## src/core/nrbi_host_unused_guard.sv

```systemverilog
`timescale 1ns/1ps
`default_nettype none
`default_nettype wire

```

## src/core/nrbi_pkg.sv

```systemverilog
package nrbi_pkg;

    // ------------------------------------------------------------
    // Command codes
    // ------------------------------------------------------------
    localparam logic [7:0] CMD_RESET       = 8'hff;
    localparam logic [7:0] CMD_READ_ID     = 8'h90;
    localparam logic [7:0] CMD_PARAM_PAGE  = 8'hec;
    localparam logic [7:0] CMD_UNIQUE_ID   = 8'hed;
    localparam logic [7:0] CMD_GET_FEAT    = 8'hee;
    localparam logic [7:0] CMD_SET_FEAT    = 8'hef;
    localparam logic [7:0] CMD_STATUS      = 8'h70;
    localparam logic [7:0] CMD_STATUS_ENH  = 8'h78;
    localparam logic [7:0] CMD_RAND_READ   = 8'h05;
    localparam logic [7:0] CMD_RAND_CONF   = 8'he0;
    localparam logic [2:0] SET_FEAT_BYTES  = 3'h4;

    // ------------------------------------------------------------
    // Timing
    // ------------------------------------------------------------
    localparam int CLK_PERIOD_NS = 5;
    localparam int CLK_MHZ       = 200;
    localparam int T_WP_NS       = 25;
    localparam int T_WH_NS       = 15;
    localparam int T_WHR_NS      = 60;
    localparam int T_RP_NS       = 25;
    localparam int T_WB_NS       = 100;
    localparam int T_VALID_US    = 50;
    localparam int T_PWR_US      = 100;
    localparam int T_RST_US      = 1000;
    localparam int WP_CYC  = (T_WP_NS + CLK_PERIOD_NS - 1) / CLK_PERIOD_NS;
    localparam int WH_CYC  = (T_WH_NS + CLK_PERIOD_NS - 1) / CLK_PERIOD_NS;
    localparam int WHR_CYC = (T_WHR_NS + CLK_PERIOD_NS - 1) / CLK_PERIOD_NS;
    localparam int RP_CYC  = (T_RP_NS + CLK_PERIOD_NS - 1) / CLK_PERIOD_NS;
    localparam int WB_CYC  = (T_WB_NS + CLK_PERIOD_NS - 1) / CLK_PERIOD_NS;
    localparam int WAIT_W  = 18;
    localparam int CNT_W   = 5;

    // ------------------------------------------------------------
    // Types
    // ------------------------------------------------------------
    typedef struct packed {
        logic [7:0]  cmd;
        logic [1:0]  n_addr;
        logic [23:0] addr;
        logic [2:0]  n_data;
        logic [31:0] wdata;
        logic        conf_en;
        logic [7:0]  conf;
        logic        rd_en;
    } nrbi_req_t;

    typedef enum logic [3:0] {
        S_PWR_START, S_PWR_VALID, S_PWR_RDY, S_RST_WAIT, S_IDLE,
        S_CMD, S_ADDR, S_DATA, S_CONF, S_READ, S_FINISH
    } nrbi_state_t;

    typedef struct packed {
        logic        ce_n;
        logic        cle;
        logic        ale;
        logic        we_n;
        logic        read_strobe_n;
        logic [7:0]  io;
        logic        io_oe;
    } nrbi_pins_t;

endpackage

```

## src/core/nrbi_host.sv

```systemverilog
// Notes on behaviour
// - Shared open-drain line; host reads any low as some target busy.
// - Each die has its own status register, pollable instead of the line.
// - No reset command before the line is valid and high after power-up.
// - Unmonitored: wait 100 us after supply good; monitored: wait line high.
// - Reset code ff is the first command to every target after power-on.
// - Target busy 1 ms after reset; track by line or status polling.
// - Identification commands take one address; not issued while busy.
// - Get features one address; set features one address and 4 data.
// - Random data read: 05, two columns, e0; not while selected die busy (host refuses it whenever the line is low).
// - Command latched on rising write strobe, select low, cle high, ale low.
`timescale 1ns/1ps
`default_nettype none
module nrbi_host
    import nrbi_pkg::*;
#(
    parameter logic [WAIT_W-1:0] T_VALID_CYC = WAIT_W'(T_VALID_US * CLK_MHZ),
    parameter logic [WAIT_W-1:0] T_PWR_CYC   = WAIT_W'(T_PWR_US * CLK_MHZ),
    parameter logic [WAIT_W-1:0] T_RST_CYC   = WAIT_W'(T_RST_US * CLK_MHZ)
) (
    input  wire logic       clk_sys_i,
    input  wire logic       rst_n_i,
    input  wire logic       rb_used_i,
    input  wire logic       req_valid_i,
    input  wire nrbi_req_t  req_i,
    output logic            req_ready_o,
    output logic            done_o,
    output logic            err_o,
    output logic [7:0]      rdata_o,
    output logic            init_done_o,
    output logic            busy_o,
    output logic            ce_n_o,
    output logic            cle_o,
    output logic            ale_o,
    output logic            we_n_o,
    output logic            read_strobe_n_o,
    output logic [7:0]      io_o,
    output logic            io_oe_o,
    input  wire logic [7:0] io_i,
    input  wire logic       ready_busy_n_i
);

    typedef struct packed {
        nrbi_state_t      state;
        logic [CNT_W-1:0] cnt;
        logic [1:0]       idx;
        nrbi_req_t        req;
        nrbi_pins_t       pin;
        logic             rb_s1;
        logic             rb_s2;
        logic [7:0]       io_s1;
        logic [7:0]       io_s2;
        logic             busy;
        logic             req_ready;
        logic             done;
        logic             err;
        logic [7:0]       rdata;
        logic             init_done;
    } nrbi_host_st_t;

    nrbi_host_st_t     q;
    nrbi_host_st_t     next_q;
    logic              w_load;
    logic [WAIT_W-1:0] w_count;
    logic              w_expired;

    nrbi_wait u_wait (
        .clk_sys_i (clk_sys_i),
        .rst_n_i   (rst_n_i),
        .load_i    (w_load),
        .count_i   (w_count),
        .expired_o (w_expired)
    );

    // ------------------------------------------------------------
    // Phase launch
    // ------------------------------------------------------------
    // set pin levels for the next phase
    function automatic nrbi_host_st_t launch(input nrbi_host_st_t s, input nrbi_state_t nx);
        nrbi_host_st_t r;
        r                   = s;
        r.state             = nx;
        r.cnt               = '0;
        r.pin.ce_n          = 1'b0;
        r.pin.cle           = (nx == S_CMD) || (nx == S_CONF);
        r.pin.ale           = (nx == S_ADDR);
        r.pin.read_strobe_n = 1'b1;
        r.pin.io_oe         = (nx != S_READ) && (nx != S_FINISH);
        r.pin.we_n          = !r.pin.io_oe;
        case (nx)
            S_CMD:   r.pin.io = s.req.cmd;
            S_ADDR:  r.pin.io = s.req.addr[8*s.idx +: 8];
            S_DATA:  r.pin.io = s.req.wdata[8*s.idx +: 8];
            S_CONF:  r.pin.io = s.req.conf;
            default: r.pin.io = 8'h00;
        endcase
        return r;
    endfunction

    // Order: command, addresses, data, confirm, read back
    function automatic nrbi_state_t after(input nrbi_host_st_t s);
        if (s.state == S_CMD && s.req.n_addr != 2'h0) begin
            return S_ADDR;
        end
        if ((s.state == S_CMD || s.state == S_ADDR) && s.req.n_data != 3'h0) begin
            return S_DATA;
        end
        if (s.state != S_CONF && s.req.conf_en) begin
            return S_CONF;
        end
        if (s.req.rd_en) begin
            return S_READ;
        end
        return S_FINISH;
    endfunction

    function automatic logic busy_blocked(input logic [7:0] c);
        return (c == CMD_READ_ID) || (c == CMD_PARAM_PAGE) || (c == CMD_UNIQUE_ID)
            || (c == CMD_GET_FEAT) || (c == CMD_SET_FEAT) || (c == CMD_RAND_READ);
    endfunction

    logic wr_last;
    logic more;
    assign wr_last = (q.cnt == CNT_W'(WP_CYC + WH_CYC - 1));

    // ------------------------------------------------------------
    // Next state
    // ------------------------------------------------------------
    always_comb begin
        next_q       = q;
        w_load       = 1'b0;
        w_count      = '0;
        more         = 1'b0;
        next_q.done  = 1'b0;
        next_q.err   = 1'b0;
        next_q.rb_s1 = ready_busy_n_i;
        next_q.rb_s2 = q.rb_s1;
        next_q.io_s1 = io_i;
        next_q.io_s2 = q.io_s1;
        next_q.busy  = !q.rb_s2;
        if (q.state inside {S_CMD, S_ADDR, S_DATA}) begin
            next_q.cnt = q.cnt + 1'b1;
            if (q.cnt == CNT_W'(WP_CYC - 1)) begin
                next_q.pin.we_n = 1'b1;
            end
        end
        case (q.state)
            S_PWR_START: begin
                w_load       = 1'b1;
                w_count      = T_VALID_CYC;
                next_q.state = S_PWR_VALID;
            end
            S_PWR_VALID: begin
                if (w_expired) begin
                    w_load       = 1'b1;
                    w_count      = T_PWR_CYC;
                    next_q.state = S_PWR_RDY;
                end
            end
            S_PWR_RDY: begin
                if (rb_used_i ? q.rb_s2 : w_expired) begin
                    next_q.req     = '0;
                    next_q.req.cmd = CMD_RESET;
                    next_q         = launch(next_q, S_CMD);
                end
            end
            S_RST_WAIT: begin
                if (q.cnt != CNT_W'(WB_CYC)) begin
                    next_q.cnt = q.cnt + 1'b1;
                end
                // line high or 1 ms elapsed
                if (w_expired || (rb_used_i && q.cnt == CNT_W'(WB_CYC) && q.rb_s2)) begin
                    next_q.state     = S_IDLE;
                    next_q.init_done = 1'b1;
                    next_q.req_ready = 1'b1;
                    next_q.done      = 1'b1;
                end
            end
            S_IDLE: begin
                if (req_valid_i && q.req_ready) begin
                    if (busy_blocked(req_i.cmd) && q.busy) begin
                        next_q.err = 1'b1;
                    end else begin
                        // reset and status pass while busy
                        next_q.req       = req_i;
                        next_q.req_ready = 1'b0;
                        next_q.idx       = '0;
                        next_q           = launch(next_q, S_CMD);
                    end
                end
            end
            S_CMD, S_ADDR, S_DATA, S_CONF: begin
                if (q.state == S_CONF) begin
                    next_q.cnt = q.cnt + 1'b1;
                    if (q.cnt == CNT_W'(WP_CYC - 1)) begin
                        next_q.pin.we_n = 1'b1;
                    end
                end
                if (wr_last) begin
                    more = (q.state == S_ADDR && {1'b0, q.idx} + 3'h1 < {1'b0, q.req.n_addr})
                        || (q.state == S_DATA && {1'b0, q.idx} + 3'h1 < q.req.n_data);
                    if (q.state == S_CMD && q.req.cmd == CMD_RESET) begin
                        next_q.pin   = '{ce_n: 1'b1, cle: 1'b0, ale: 1'b0, we_n: 1'b1,
                                         read_strobe_n: 1'b1, io: 8'h00, io_oe: 1'b0};
                        next_q.state = S_RST_WAIT;
                        next_q.cnt   = '0;
                        w_load       = 1'b1;
                        w_count      = T_RST_CYC;
                    end else if (more) begin
                        next_q.idx = q.idx + 1'b1;
                        next_q     = launch(next_q, q.state);
                    end else begin
                        next_q.idx = '0;
                        next_q     = launch(next_q, after(q));
                    end
                end
            end
            S_READ: begin
                next_q.cnt = q.cnt + 1'b1;
                if (q.cnt == CNT_W'(WHR_CYC - 1)) begin
                    next_q.pin.read_strobe_n = 1'b0;
                end
                if (q.cnt == CNT_W'(WHR_CYC + RP_CYC - 1)) begin
                    // status byte of the addressed die
                    next_q.pin.read_strobe_n = 1'b1;
                    next_q.rdata             = q.io_s2;
                    next_q.state             = S_FINISH;
                end
            end
            S_FINISH: begin
                next_q.pin.ce_n  = 1'b1;
                next_q.state     = S_IDLE;
                next_q.req_ready = 1'b1;
                next_q.done      = 1'b1;
            end
            default: begin
                next_q.state = S_PWR_START;
            end
        endcase
    end

    always_ff @(posedge clk_sys_i) begin
        if (!rst_n_i) begin
            q     <= '0;
            q.pin <= '{ce_n: 1'b1, cle: 1'b0, ale: 1'b0, we_n: 1'b1,
                       read_strobe_n: 1'b1, io: 8'h00, io_oe: 1'b0};
        end else begin
            q <= next_q;
        end
    end

    assign req_ready_o     = q.req_ready;
    assign done_o          = q.done;
    assign err_o           = q.err;
    assign rdata_o         = q.rdata;
    assign init_done_o     = q.init_done;
    assign busy_o          = q.busy;
    assign ce_n_o          = q.pin.ce_n;
    assign cle_o           = q.pin.cle;
    assign ale_o           = q.pin.ale;
    assign we_n_o          = q.pin.we_n;
    assign read_strobe_n_o = q.pin.read_strobe_n;
    assign io_o            = q.pin.io;
    assign io_oe_o         = q.pin.io_oe;

    // ------------------------------------------------------------
    // Checks
    // ------------------------------------------------------------
    logic [WAIT_W-1:0] up_cyc;
    logic [WAIT_W-1:0] rst_cyc;
    logic              cmd_edge;
    assign cmd_edge = !q.pin.we_n && next_q.pin.we_n && q.pin.cle;

    always_ff @(posedge clk_sys_i) begin
        if (!rst_n_i) begin
            up_cyc  <= '0;
            rst_cyc <= '0;
        end else begin
            if (up_cyc != '1) begin
                up_cyc <= up_cyc + 1'b1;
            end
            if (cmd_edge && q.pin.io == CMD_RESET) begin
                rst_cyc <= '0;
            end else if (rst_cyc != '1) begin
                rst_cyc <= rst_cyc + 1'b1;
            end
        end
    end
endmodule
`default_nettype wire

```

## src/core/nrbi_wait.sv

```systemverilog
`timescale 1ns/1ps
`default_nettype none
module nrbi_wait
    import nrbi_pkg::*;
(
    input  wire logic              clk_sys_i,
    input  wire logic              rst_n_i,
    input  wire logic              load_i,
    input  wire logic [WAIT_W-1:0] count_i,
    output logic                   expired_o
);

    typedef struct packed {
        logic [WAIT_W-1:0] left;
    } nrbi_wait_st_t;

    nrbi_wait_st_t q;
    nrbi_wait_st_t next_q;

    always_comb begin
        next_q = q;
        if (load_i) begin
            next_q.left = count_i;
        end else if (q.left != '0) begin
            next_q.left = q.left - 1'b1;
        end
    end

    always_ff @(posedge clk_sys_i) begin
        if (!rst_n_i) begin
            q <= '0;
        end else begin
            q <= next_q;
        end
    end

    assign expired_o = (q.left == '0);

endmodule
`default_nettype wire

```

## config.mk

```make
export PLATFORM = sky130hd
export DESIGN_NAME = nrbi_host
export DESIGN_NICKNAME = d
export VERILOG_FILES = /design/src/core/nrbi_host_unused_guard.sv /design/src/core/nrbi_pkg.sv /design/src/core/nrbi_host.sv /design/src/core/nrbi_wait.sv
export SDC_FILE = /design/constraint.sdc
export NUM_CORES = 1
export LEC_CHECK = 0
export BUFFER_PORTS_ARGS = -buffer_cell sky130_fd_sc_hd__buf_2
export CAP_MARGIN = 20
export CORE_ASPECT_RATIO = 0.7
export CORE_MARGIN = 1
export CORE_UTILIZATION = 54
export DETAILED_ROUTE_END_ITERATION = 6
export PLACE_DENSITY = 0.84
export SLEW_MARGIN = 20
export SYNTH_ARGS = -nofsm -noshare
export SYNTH_HDL_FRONTEND = slang
export SYNTH_SLANG_ARGS = --single-unit
```

## constraint.sdc

```tcl
create_clock -name clk_sys_i -period 6.6 [get_ports clk_sys_i]
set_input_delay 0.99 -clock clk_sys_i [delete_from_list [all_inputs] [get_ports clk_sys_i]]
set_output_delay 0.99 -clock clk_sys_i [all_outputs]
set_load 0.01 [all_outputs]
```

# == Yosys cells after proc, flatten, opt, wreduce, memory -nomap -nowiden ==
# Index checks and enable logic that the tools add are counted.
# totals
out_inout_bits,27
register_bits,153
# classes
add_sub_neg,4
reduce_logical,48
n_eq_ne,42
muxes,87
n_shift,2
magnitude_cmp,2
bitwise_logic,3
# op_table
cell,count
135-bit 2-to-1 mux,4
81-bit case mux with 3 select lines,1
125-bit 2-to-1 mux,1
8-bit case mux with 4 select lines,3
28-bit case mux with 3 select lines,1
81-bit 2-to-1 mux,1
18-bit 2-to-1 mux,4
4-bit 2-to-1 mux,15
18-bit case mux with 3 select lines,1
8-bit equality test (second input constant),6
1-bit 2-to-1 mux,38
4-bit case mux with 8 select lines,1
32-bit by 6-bit variable part select with 8-bit output,1
31-bit 2-to-1 mux,1
4-bit by 3-bit equality test with 1-bit output (second input constant),7
5-bit case mux with 5 select lines,1
5-bit AND reduction,5
24-bit by 6-bit variable part select with 8-bit output,1
4-bit inequality test (second input constant),5
18-bit logical NOT,1
6-bit AND reduction,3
18-bit nonzero test,1
18-bit by 1-bit subtractor with 18-bit output (second input constant),1
4-bit equality test (second input constant),4
other kinds (34),81

# == Depth between registers and ports, before layout ==
# depth
depth_word,41
ltp_mapped,12
depth_no_buf,8

# == Hierarchy ==
# Synthesis repeated with hierarchy kept, for this count alone.
# hier_totals
cells_unflattened,854
hier_area_um2,7521.0
# modules_own_cells
module,n_inst,area_per_inst_um2,seq_area_each_um2,cells_per_inst
nrbi_host,1,6480.0,2702.6,740
nrbi_wait,1,1041.0,360.3,114

# == Least setup slack after synthesis ==
# Ideal clock, no wire load.
# synth_path
path_type,register to register
from,reg u_wait.q[0] (netlist bit)
to,reg q[113] (netlist bit)
required_time_ns,6.472
slack_ns,3.916
arrival_time_ns,2.556
period_less_slack_ns,2.684
stages_incl_launch_ff,12
setup_time_ns,0.128
path_cell_list,dfxtp_1 -> inv_1 -> ha_1 -> or4b_1 -> clkbuf_1 -> or4_1 -> buf_2 -> o311ai_4 -> nand4_2 -> buf_2 -> a22oi_1 -> nor2_1
# synth_between
elab_chain_cells,4
# synth_lines
element,line_no,text
"start, declared",nrbi_wait.sv:17,nrbi_wait_st_t q;
"start signal, assigned",nrbi_wait.sv:33,q <= next_q;
18-bit logical NOT,nrbi_wait.sv:37,assign expired_o = (q.left == '0);
1-bit 2-to-1 mux,nrbi_host.sv:161,if (rb_used_i ? q.rb_s2 : w_expired) begin
2-bit inequality test (no line),--,
5-bit AND reduction (no line),--,
"end signal, assigned",nrbi_host.sv:248,q <= next_q;
"end, declared",nrbi_host.sv:61,nrbi_host_st_t q;
# Every way passes these cells.
# A chain may end at the register's enable or synchronous reset.

# == Worst setup path after layout ==
# layout_path
from,reg q[124] (netlist bit)
to,"reg q, in the netlist io_o[7]"
# layout_between
elab_chain_cells,8
# layout_lines
element,line_no,text
"parallel branches: the longest is 4 deep, another holds 2-bit by 1-bit adder with 2-bit output",--,
135-bit 2-to-1 mux (*),nrbi_host.sv:209,end else if (more) begin
14-bit 2-to-1 mux (*),nrbi_host.sv:202,if (q.state == S_CMD && q.req.cmd == CMD_RESET) begin
135-bit 2-to-1 mux (*),nrbi_host.sv:199,if (wr_last) begin
28-bit case mux with 3 select lines (*),nrbi_host.sv:147,case (q.state)
# Mark *: on every way between the ends. The select of a mux whose other input is x is not followed.

==> flow_summary.ini <==
[outcome]
outcome = complete, but fails checks
violations = design-rule violations

[drt]
dr.pass1.iters = 7
ant_nets = 0
vias = 6805
finalWirelength_um = 19800
wl_per_cell_um = 18.4
drc = 2
drt-vias-per-instance = 6.31
drt_iter0_drc = 790

[synthesis]
yosys-top-cells-area = dfxtp_1, nor2_1, a22oi_1
synth_area_leader_cell = dfxtp_1
ys_warn_count = 0
synth_ff_type = dfxtp_1
synth_edf_count = 0
ys_ff_latch = 153
yosysUniqueCellTypes = 72
ys_seq_area_share_pct = 42.2
async_reset_ff_share_pct = 0
yosysTopAreaCellShare_pct = 42.2
synth_nets = 936
postSynthAreaPerCell_um2 = 8.67
yosysMostFrequentCell = dfxtp_1
synth_commonest_cells = dfxtp_1, nor2_1, a22oi_1
synthesis.area_mm2 = 0.00726
syn_inst = 837

[place]
dp_hpwl_um = 13300
dp_cells = 1046
globalplace.congestion = 0.922
pre_cts_ws_ps = 2830
place.port_buffers = 118

[pwr]
p_int_mw = 2.00
seq_power_share_pct = 37.6
p_clk_share_pct = 34.2
swShare_pct = 34.1
p_total_mw = 3.04
power_density_mw_per_mm2 = 363
p_sw_mw = 1.03
irDropWorstVdd_mv = 0.233
comb_power_share_pct = 28.2
p_leak_nw = 3.34

[clock_network]
clk_pin_slew_worst_paths_ps = 70
htreeDepth = 4
cts_setup_buffers = 0
cts_hold_buf = 0
cts_buffers = 17
clk_path_buf_depth = 2
clock_latency_ps = 430
cts_sinks = 153
cts_tree = built
cts_resized = 0
cts_root_buf = clkbuf_16

[finish]
multi_input_area_mm2 = 0.00379
syn_to_final_growth_pct = 15.3
fin_nets = 999
final_cells = 1078
seq_area_mm2 = 0.00306
antennaDiodeCount = 0
drive_gt1_share_pct = 20.1
fillers = 1076

[global_routing]
gr-max-usage-layer = met1
overflow = 0
grt_pass1_wl_um = 31400
antenna_found_initial = 0
grt_max_degree = 94
grt_util_met2_pct = 39.8
met3_usage_pct = 7.09
grtUsageTotal_pct = 29.0
met1_usage_pct = 43.7
grt_pass1_vias = 6031

[timing]
setup_viol_count_final = 0
min_period_over_period_pct = 53.9
min_period_ps = 3560
max_freq_ghz = 0.281
tightest_slew_ps = 971
relSlewSlack_pct = 35.3
setup_ws_ps = 3040
final_hold_viol_count = 0
hold_slack_ps = 434
skew_ps = 11.2
rsz0062_at_grt = false
fin_tns_setup_ps = 0
slew_violations = 0

[floorplanning]
fp.dieW_um = 141
rows = 35
pin_count = 119
die_y_um = 99.0
core-area_mm2 = 0.0131
start_util_pct = 55.3
die_area_mm2 = 0.0139

[setup_path]
required_ps = 6900
arrival_ps = 3860
crit_chain = ha_1 -> ha_1 -> o21a_1 -> a211o_1 -> nand2_1 -> nor3_1 -> a2bb2oi_1 -> a31oi_1
cp_slowest_cell = ha_1
critPathTopFamily = adder cells
critPathMostFrequentCell = ha_1
crit_type = reg -> reg
worst_path_largest_cell_delay_ps = 790
path_max_fanout = 21
crit_buf_inv = 0
start_kind = flip-flop
end_kind = flip-flop

[run]
maxCapViolations = 0

[hold_path]
hold_class = reg -> reg
==> stage by stage <==
| stage | area [um2] | util (%) |
|---|---|---|
| after floorplan | 7260 | - |
| after global placement | 7730 | 58.8 |
| after detailed placement | 7730 | 58.8 |
| after CTS | 8350 | 63.6 |
| after global routing | 8370 | 63.7 |
| final | 8370 | 63.7 |
==> power groups by stage <==
stage,Sequential [mW],Combinational [mW],Clock (mW)
finish,1.14,0.858,1.04
global route,1.16,0.948,1.09
CTS,1.14,0.837,1.04
detailed placement,1.16,0.829,0
global placement,1.15,0.816,0
floorplan,1.12,0.674,0
==> path summary, 6_finish.rpt <==
path / endpoint / slack (ps) / cells after the start / start
worst max-delay path: io_o[7]$_SDFFE_PN0P_ / 3040 / 8 / q[124]$_SDFFE_PN0P_
worst min-delay path: q[13]$_SDFF_PN0_ / 430 / 1 / q[21]$_SDFF_PN0_
worst max register to register: io_o[7]$_SDFFE_PN0P_ / 3040 / 8 / q[124]$_SDFFE_PN0P_
worst min register to register: q[13]$_SDFF_PN0_ / 430 / 1 / q[21]$_SDFF_PN0_
==> state kept, by name, summed over array words and instances, names as in the netlist <==
signal and count:
q 108, u_wait.q 18, io_o 8, rdata_o 8, ale_o 1, busy_o 1
ce_n_o 1, cle_o 1, done_o 1, err_o 1, init_done_o 1, io_oe_o 1
read_strobe_n_o 1, req_ready_o 1, we_n_o 1
==> layout make-up <==
| type | count | share of cell area, % |
|---|---|---|
| multi-input combinational | 594 | 45.3 |
| clock buffer | 21 | 5.62 |
| inverter | 10 | 0.463 |
| sequential | 153 | 36.6 |
| timing repair buffer | 124 | 7.74 |
| tap | 166 | 2.48 |
| clock inverter | 10 | 1.85 |
==> routing by layer <==
layer	up-vias	routed length [um]
met5	-	0
met4	0	275
met3	38	2420
met2	394	8180
met1	3197	8930
li1	3176	-
==> cells by family after synthesis <==
group / synth area share (%)
DFF: 42.2
buffers and inverters: 5.83
muxes: 5.72
and+or+nand+nor: 21.0
xor gates and xnor gates: 1.93
adders and majority gates: 1.45
AOI/OAI and AO/OA: 21.9
==> placed cells by master, fill, tap and decap left out, types with 4 or more instances in the layout <==
cell	instances
mux4_2	7
o31ai_1	5
nor4bb_1	4
a31oi_1	15
or3_1	6
inv_1	8
a21oi_1	49
or4_1	8
dfxtp_1	153
a22oi_1	71
o21ai_0	32
nand4_1	6
or2_2	5
o21a_1	7
buf_2	118
nand4b_1	4
a2111oi_0	4
xor2_1	14
ha_1	6
clkbuf_16	17
nand2_1	29
o311a_1	4
a221oi_1	4
buf_4	5
nand3_1	18
mux2i_1	19
nor2_1	148
and2_1	22
mux2_2	6
a211oi_1	11
nand2b_1	6
nor4_1	6
nor3_1	20
nor2b_1	6
Power figures use the tool's default switching activity.
